[src/common/adc_serial_defines.svh]
// timing, widths and codes for the converter serial interface
// assumes a single 25 mhz system clock
`ifndef ADC_SERIAL_DEFINES_SVH
`define ADC_SERIAL_DEFINES_SVH

`define ADC_MCLK_MHZ 25
// longest conversion phase, in ns
`define ADC_T_CONV_NS 2200
// conversion phase length in clock cycles, rounded up
`define ADC_CONV_CYC ((`ADC_T_CONV_NS * `ADC_MCLK_MHZ + 999) / 1000)
`define ADC_RES_BITS 18
`define ADC_RAW_BITS 20
`define ADC_CODE_POS_MAX 18'h1ffff
`define ADC_CODE_NEG_MAX 18'h20000
// falling shift edges before release, without and with start bit
`define ADC_EDGES_PLAIN 5'h12
`define ADC_EDGES_BUSY 5'h13

`endif

[src/common/adc_serial_pkg.sv]
// types shared by the converter serial interface
// assumes adc_serial_defines.svh is compiled alongside
package adc_serial_pkg;

  // the three link pins sampled together
  typedef struct packed {
    logic start;
    logic din;
    logic sck;
  } link_pins_s;

  // converter phase, gray coded along acquire -> convert -> powered down
  typedef enum logic [1:0] {
    PH_ACQ  = 2'b00,
    PH_CONV = 2'b01,
    PH_PDN  = 2'b11
  } phase_e;

endpackage

[src/verilog/adc_serial_mode_select.sv]
// digital side of an 18-bit sampling converter: mode latch, conversion timer,
// result buffer and serial output shifter.
// assumes link pins are asynchronous to mclk_in and that the shift clock is
// far slower than mclk_in; the converter core estimate arrives on mclk_in.
//
// Functional notes
// - sample data-in at every convert-start rise
// - data-in high selects select-driven, low daisy-chain
// - data-in tied to convert-start gives daisy-chain
// - four-wire mode: data-in selects readback
// - daisy-chain passes data-in through like shift register
// - optional start bit announces finished conversion
// - select mode: busy if either low at end
// - chain mode: busy if shift clock high
// - power down after each conversion phase
// - internal conversion timer, shift clock unused there
// - 18-bit two's complement, clamped at both limits
// - no busy: msb on select, release after 18
// - busy: drive low at end, release after 19
`timescale 1ns/1ps
`include "adc_serial_defines.svh"

module adc_serial_mode_select #(
  parameter int CONV_CYC = `ADC_CONV_CYC
) (
  // clock and reset
  input wire logic mclk_in,
  input wire logic srst_in,
  // link pins
  input wire logic convert_start_in,
  input wire logic serial_data_in_in,
  input wire logic shift_clk_in,
  output logic serial_data_out_out,
  output logic serial_data_oe_out,
  // converter core estimate, wider than the code so it can over-range
  input wire logic signed [`ADC_RAW_BITS-1:0] analog_code_in,
  // status
  output logic chain_mode_out,
  output logic busy_en_out,
  output logic converting_out,
  output logic power_down_out
);

  adc_serial_pkg::link_pins_s pins_raw;
  adc_serial_pkg::link_pins_s sync1_r;
  adc_serial_pkg::link_pins_s sync2_r;
  adc_serial_pkg::link_pins_s sync3_r;
  adc_serial_pkg::phase_e phase_r;
  logic start_rise;
  logic sck_fall;
  logic sel_act;
  logic chain_r;
  logic busy_r;
  logic conv_r;
  logic pdn_r;
  logic [15:0] conv_cnt_r;
  logic conv_end;
  logic loaded_r;
  logic load;
  logic [`ADC_RES_BITS:0] shift_r;
  logic [4:0] edge_cnt_r;
  logic [4:0] edge_cnt_nxt;
  logic oe_r;
  logic [`ADC_RES_BITS-1:0] code_clamped;
  logic [`ADC_RES_BITS-1:0] buf_mem [2];
  logic [1:0] wr_ptr_r;
  logic [1:0] rd_ptr_r;
  logic buf_full;
  logic buf_empty;
  logic buf_wr_valid;
  logic buf_wr_ready;
  logic buf_rd_valid;
  logic buf_rd_ready;
  logic [`ADC_RES_BITS-1:0] buf_rd_data;

  function automatic logic [`ADC_RES_BITS-1:0] clamp_code(
    input logic signed [`ADC_RAW_BITS-1:0] raw
  );
    logic signed [`ADC_RAW_BITS-1:0] hi;
    logic signed [`ADC_RAW_BITS-1:0] lo;
    hi = `ADC_RAW_BITS'(signed'({1'b0, `ADC_CODE_POS_MAX}));
    lo = `ADC_RAW_BITS'(signed'({2'b11, `ADC_CODE_NEG_MAX}));
    if (raw > hi) begin
      clamp_code = `ADC_CODE_POS_MAX;
    end else if (raw < lo) begin
      clamp_code = `ADC_CODE_NEG_MAX;
    end else begin
      clamp_code = raw[`ADC_RES_BITS-1:0];
    end
  endfunction

  // pin synchronisers; the third stage serves edge detection
  assign pins_raw = '{start: convert_start_in, din: serial_data_in_in, sck: shift_clk_in};

  always_ff @(posedge mclk_in) begin
    if (srst_in) begin
      sync1_r <= '0;
      sync2_r <= '0;
      sync3_r <= '0;
    end else begin
      sync1_r <= pins_raw;
      sync2_r <= sync1_r;
      sync3_r <= sync2_r;
    end
  end

  assign start_rise = sync2_r.start && !sync3_r.start;
  assign sck_fall = sync3_r.sck && !sync2_r.sck;
  // select active when either pin is low (three- or four-wire)
  assign sel_act = !(sync2_r.start && sync2_r.din);

  // mode latch; data-in is taken one stage late as hold margin
  always_ff @(posedge mclk_in) begin
    if (srst_in) begin
      chain_r <= 1'b0;
    end else if (start_rise) begin
      chain_r <= !sync3_r.din;
    end
  end

  // busy choice: at the rise for chain mode, at conversion end otherwise
  always_ff @(posedge mclk_in) begin
    if (srst_in) begin
      busy_r <= 1'b0;
    end else if (start_rise) begin
      busy_r <= !sync3_r.din && sync3_r.sck;
    end else if (conv_end && !chain_r) begin
      busy_r <= sel_act;
    end
  end

  // conversion timer on the system clock only
  assign conv_end = (phase_r == adc_serial_pkg::PH_CONV) && (conv_cnt_r >= 16'(CONV_CYC - 1))
                    && buf_wr_ready;

  always_ff @(posedge mclk_in) begin
    if (srst_in) begin
      phase_r <= adc_serial_pkg::PH_ACQ;
      conv_cnt_r <= '0;
    end else begin
      unique case (phase_r)
        adc_serial_pkg::PH_ACQ, adc_serial_pkg::PH_PDN: begin
          conv_cnt_r <= '0;
          if (start_rise) begin
            phase_r <= adc_serial_pkg::PH_CONV;
          end
        end
        adc_serial_pkg::PH_CONV: begin
          if (conv_cnt_r < 16'(CONV_CYC - 1)) begin
            conv_cnt_r <= conv_cnt_r + 16'h1;
          end
          if (conv_end) begin
            phase_r <= adc_serial_pkg::PH_PDN;
          end
        end
        default: begin
          phase_r <= adc_serial_pkg::PH_ACQ;
        end
      endcase
    end
  end

  always_ff @(posedge mclk_in) begin
    if (srst_in) begin
      conv_r <= 1'b0;
      pdn_r <= 1'b0;
    end else begin
      // a start rise inside the conversion phase does not restart it
      conv_r <= (phase_r == adc_serial_pkg::PH_CONV) ? !conv_end : start_rise;
      pdn_r <= (phase_r == adc_serial_pkg::PH_PDN) && !start_rise || conv_end;
    end
  end

  // two-entry result buffer; a full buffer stalls the conversion end
  assign code_clamped = clamp_code(analog_code_in);
  assign buf_wr_valid = (phase_r == adc_serial_pkg::PH_CONV)
                        && (conv_cnt_r >= 16'(CONV_CYC - 1));
  assign buf_full = (wr_ptr_r[1] != rd_ptr_r[1]) && (wr_ptr_r[0] == rd_ptr_r[0]);
  assign buf_empty = wr_ptr_r == rd_ptr_r;
  assign buf_wr_ready = !buf_full;
  assign buf_rd_valid = !buf_empty;
  assign buf_rd_data = buf_mem[rd_ptr_r[0]];
  assign buf_rd_ready = load;

  always_ff @(posedge mclk_in) begin
    if (srst_in) begin
      wr_ptr_r <= '0;
      rd_ptr_r <= '0;
    end else begin
      if (buf_wr_valid && buf_wr_ready) begin
        wr_ptr_r <= wr_ptr_r + 2'h1;
      end
      if (buf_rd_valid && buf_rd_ready) begin
        rd_ptr_r <= rd_ptr_r + 2'h1;
      end
    end
  end

  always_ff @(posedge mclk_in) begin
    if (buf_wr_valid && buf_wr_ready) begin
      buf_mem[wr_ptr_r[0]] <= code_clamped;
    end
  end

  // readback: one load per conversion once selected (or at once in chain)
  assign load = (phase_r == adc_serial_pkg::PH_PDN) && !loaded_r && buf_rd_valid
                && !start_rise && (chain_r || sel_act);

  always_ff @(posedge mclk_in) begin
    if (srst_in) begin
      loaded_r <= 1'b0;
    end else if (start_rise) begin
      loaded_r <= 1'b0;
    end else if (load) begin
      loaded_r <= 1'b1;
    end
  end

  assign edge_cnt_nxt = edge_cnt_r + 5'h1;

  always_ff @(posedge mclk_in) begin
    if (srst_in) begin
      shift_r <= '0;
      edge_cnt_r <= '0;
      oe_r <= 1'b0;
    end else if (start_rise) begin
      oe_r <= 1'b0;
    end else if (load) begin
      // start bit low ahead of the result, or msb first
      shift_r <= busy_r ? {1'b0, buf_rd_data} : {buf_rd_data, 1'b0};
      edge_cnt_r <= '0;
      oe_r <= 1'b1;
    end else if (oe_r && chain_r) begin
      if (sck_fall && busy_r) begin
        shift_r <= {shift_r[`ADC_RES_BITS-1:0], sync3_r.din};
      end else if (sck_fall) begin
        // no start bit: the lsb is a spare slot, so data-in enters just above it
        shift_r <= {shift_r[`ADC_RES_BITS-1:1], sync3_r.din, 1'b0};
      end
    end else if (oe_r) begin
      if (!sel_act) begin
        oe_r <= 1'b0;
      end else if (sck_fall) begin
        shift_r <= {shift_r[`ADC_RES_BITS-1:0], 1'b0};
        edge_cnt_r <= edge_cnt_nxt;
        if (edge_cnt_nxt == (busy_r ? `ADC_EDGES_BUSY : `ADC_EDGES_PLAIN)) begin
          oe_r <= 1'b0;
        end
      end
    end
  end

  assign serial_data_out_out = shift_r[`ADC_RES_BITS];
  assign serial_data_oe_out = oe_r;
  assign chain_mode_out = chain_r;
  assign busy_en_out = busy_r;
  assign converting_out = conv_r;
  assign power_down_out = pdn_r;
endmodule

[config.mk]
export PLATFORM = sky130hd
export DESIGN_NAME = adc_serial_mode_select
export DESIGN_NICKNAME = d
export VERILOG_FILES = /design/src/common/adc_serial_pkg.sv /design/src/verilog/adc_serial_mode_select.sv
export VERILOG_INCLUDE_DIRS = /design/src /design/src/common
export SDC_FILE = /design/constraint.sdc
export NUM_CORES = 1
export LEC_CHECK = 0
export ABC_CLOCK_PERIOD_IN_PS = 7200
export BUFFER_PORTS_ARGS = -buffer_cell sky130_fd_sc_hd__buf_2
export CAP_MARGIN = 5
export CORE_MARGIN = 3
export CORE_UTILIZATION = 40
export CTS_BUF_LIST = sky130_fd_sc_hd__clkbuf_8
export DETAILED_ROUTE_END_ITERATION = 12
export PLACE_DENSITY = 0.66
export REMOVE_ABC_BUFFERS = 1
export SLEW_MARGIN = 20
export SYNTH_ARGS = -nofsm -noshare
export SYNTH_HDL_FRONTEND = slang
export SYNTH_SLANG_ARGS = --single-unit
[constraint.sdc]
create_clock -name mclk_in -period 7.2 [get_ports mclk_in]
set_input_delay 0.36 -clock mclk_in [delete_from_list [all_inputs] [get_ports mclk_in]]
set_output_delay 0.36 -clock mclk_in [all_outputs]
set_load 0.005 [all_outputs]
==> impl_results.md <==
- DR WL/cell: 14.80 um
- Final HPWL DP: roughly 6.1 mm
- Largest net degree at the start of global routing: between 50 and 60
- Number of global-route vias before repair: 3325
- Die area: 13080 um2
- Worst setup SP type: flip-flop
- DRC viols: 0
- Layout cells sized above 1: 15.66%
- Io pins: 31
- Die width: 114.4 um
- RSZ-0062 raised after global routing: no
- Diodes inserted: 0
- Pre-CTS setup slack: between 4000 and 5000 ps
- Gr busiest metal: met2
- First-pass iteration count of the detailed router: 4
- Initial antenna violation count: 0
- Clock buffer depth: 2
- Hold Path Class: input pin to flip-flop
- CTS root buf: clkbuf_8
- Tcrit/Tclk final: 35.88%
- Final Wtd Congestion: between 0.7 and 0.8
- Worst-margin pin slew: between 900 and 1000 ps
- Total GRT Usage: 14.91%
- Core ar.: 11170 um2
- Met3 usage: 2.484%
- Met1 Usage GRT: 20.58%
- Top_reg_cell synth: dfxtp_1
- PwrDens: around 190 nW/um2
- Final hold vios: 0
- Max Cap Viol: 0
- Post-CTS setup buffers: 0
- Drt initial violations: around 180
- First-pass GRT wire length: roughly 16 mm
- Flop2flop setup slack: 4620 ps
- VDD IR max: 134.1 uV
- CP endpoint kind: flip-flop
- Total number of vias: 3355
- Worst Path Required: 7190 ps
- Rel. slew slack: 35.14%
- Leakage power: 1.737 nW
- Syn avg cell area: 10.35 um2
- PostCTS Resize Cnt: 0
- Async S/R FF share, synth: 0%
- H-Tree Depth: 3
- Hold path depth: 2
- Slew Limit Fails: 0
- Worst Hold Endpoint: sync1_r[1]
- Syn. warnings: 0
- Num CTS Buffers: 9
- Global route total overflow: 0
- R2R Path End: buf_mem[0][9]
- Final Skew: 8.107 ps
- Outcome: completed
- DR vias/cell: 5.420
- Final antenna-violating net count: 0
- Pwr Total: 0.9869 mW
- Setup Crit Path Kind: flip-flop to flip-flop
- Final wirelength: 9.164 mm
- CTS tree: yes
- Area Growth Syn to Fin: 9.616%
- Reg2reg path depth: 4
- Starting density of the core: 42.04%
- PortBufs: 30
- Synth cell types: 57
- Fillers: 1021
- Synth Instances: 454
- CTS Hold Bufs: 0
- Clk_lat worst skew: approximately 360 ps
- Sink Count: ~100
- Sequential area share after synthesis: between 40% and 50%
- Final min period: 2584 ps
- # setup viols final: 0
- Clock-pin slew on the worst setup and hold paths: 90 ps
- Fmax: slightly below 400 MHz
- Number of synthesized flops with an enable pin: 36
- Max FO, Critical Path: 18
- Synthesized cell area: about 4700 um2
- FF+latch count, synth: 98
- Crit path DAT: between 2000 and 3000 ps
- DIE HEIGHT: 114.4 um
- Row count: 38
- FF-to-FF Start: rd_ptr_r[1]
- Hold path startpoint: serial_data_in_in
- Final nets: about 510
- GRT met2 Usage: 23.07%
- Setup WS post-layout: 4616 ps
- Final setup TNS: 0 ps
==> critical path: stages (launching register included) <==
cell and delay, ps:
dfxtp_1 330, xnor2_1 410, o21ai_0 260, a21oi_1 390, and2_1 820
==> per-layer routing <==
layer / vias up / wire length (um)
met5: - / 0
met1: 1601 / 4401
li1: 1677 / -
met4: 0 / 210
met3: 18 / 298
met2: 59 / 4254
==> kinds of logic (layout without fill, tap and decap cells) <==
family	Yosys count	in the layout	share of synthesized area (%)
muxes	51	51	10.95
DFF	98	98	49.44
AOI/OAI and AO/OA	77	77	14.23
adders and majority gates	6	6	1.598
xor gates and xnor gates	7	7	1.305
buffers and inverters	43	68	3.756
and+or+nand+nor	172	172	18.73
==> flip-flops by register name (all words and copies together), names as in the netlist, named ones only <==
signal,cells
buf_mem,36
busy_en_out,1
chain_mode_out,1
conv_cnt_r,16
converting_out,1
edge_cnt_r,5
loaded_r,1
phase_r,2
power_down_out,1
rd_ptr_r,2
serial_data_oe_out,1
shift_r,19
sync1_r,3
sync2_r,3
sync3_r,3
wr_ptr_r,2
==> final cells by class <==
cell class / instances / area (um2) / share of cell area [%]
clock buffers: 9 / 123.9 / 2.406
clock inverters: 7 / 61.31 / 1.191
inverters: 15 / 56.30 / 1.094
multi-input cells: 313 / 2206 / 42.84
flip-flops and latches: 98 / 2323 / 45.13
well taps: 140 / 175.2 / 3.402
repair buffers: 37 / 202.7 / 3.937
==> synthesized netlist by cell type, types with 5 or more instances <==
master / n / area [um2]
nor2_1: 63 / 236.5
dfxtp_1: 62 / 1241
mux2i_1: 48 / 480.5
edfxtp_1: 36 / 1081
nand2_1: 22 / 82.58
clkbuf_1: 20 / 75.07
nor3b_1: 15 / 112.6
a21oi_1: 14 / 70.07
and2_1: 14 / 87.58
inv_1: 14 / 52.55
nor2b_1: 14 / 87.58
nand3_1: 13 / 65.06
a2111oi_2: 12 / 180.2
o21ai_0: 9 / 45.04
nand2b_1: 7 / 43.79
buf_2: 6 / 30.03
ha_1: 6 / 75.07
a211oi_1: 5 / 37.54
nor3_1: 5 / 25.02
o211ai_1: 5 / 37.54
xnor2_1: 5 / 43.79
==> cell usage in the layout, fill, tap and decap left out, types with 12 or more instances in the layout <==
cell type	instances
a21oi_1	14
edfxtp_1	36
dfxtp_1	61
nand3_1	13
mux2i_1	48
buf_2	30
inv_1	15
nand2_1	22
nor3b_1	15
a2111oi_2	12
nor2_1	62
and2_1	14
nor2b_1	14
==> report_power, final <==
part	switching [mW]	internal (mW)	total (mW)	leakage, nW
sequential	0.00380	0.579	0.583	0.827
combinational	0.0407	0.0221	0.0628	0.810
clock	0.184	0.157	0.341	0.100
total	0.229	0.758	0.987	1.74
==> through the flow <==
step | cell area, um2 | utilization, % | hold slack, ps | cells
after global placement | 4952 | 44.32 | 431.9 | 602
final | 5149 | 46.08 | 204.7 | 619
after detailed placement | 4952 | 44.32 | 444.8 | 602
after CTS | 5137 | 45.98 | 184.5 | 618
after global routing | 5149 | 46.08 | 197.1 | 619
after floorplan | 4577 | - | 413.8 | 426
==> how the worst max path moves through the flow <==
stage / startpoint / slack, ps / to
after floorplan: rd_ptr_r[1] / 4250 / wr_ptr_r[1]
after global placement: phase_r[1] / 4580 / shift_r[7]
after detailed placement: chain_mode_out / 4440 / shift_r[7]
after CTS: chain_mode_out / 4410 / shift_r[7]
after global routing: rd_ptr_r[1] / 4400 / buf_mem[0][0]
final: rd_ptr_r[1] / 4620 / buf_mem[0][9]
Power figures use the tool's default switching activity.
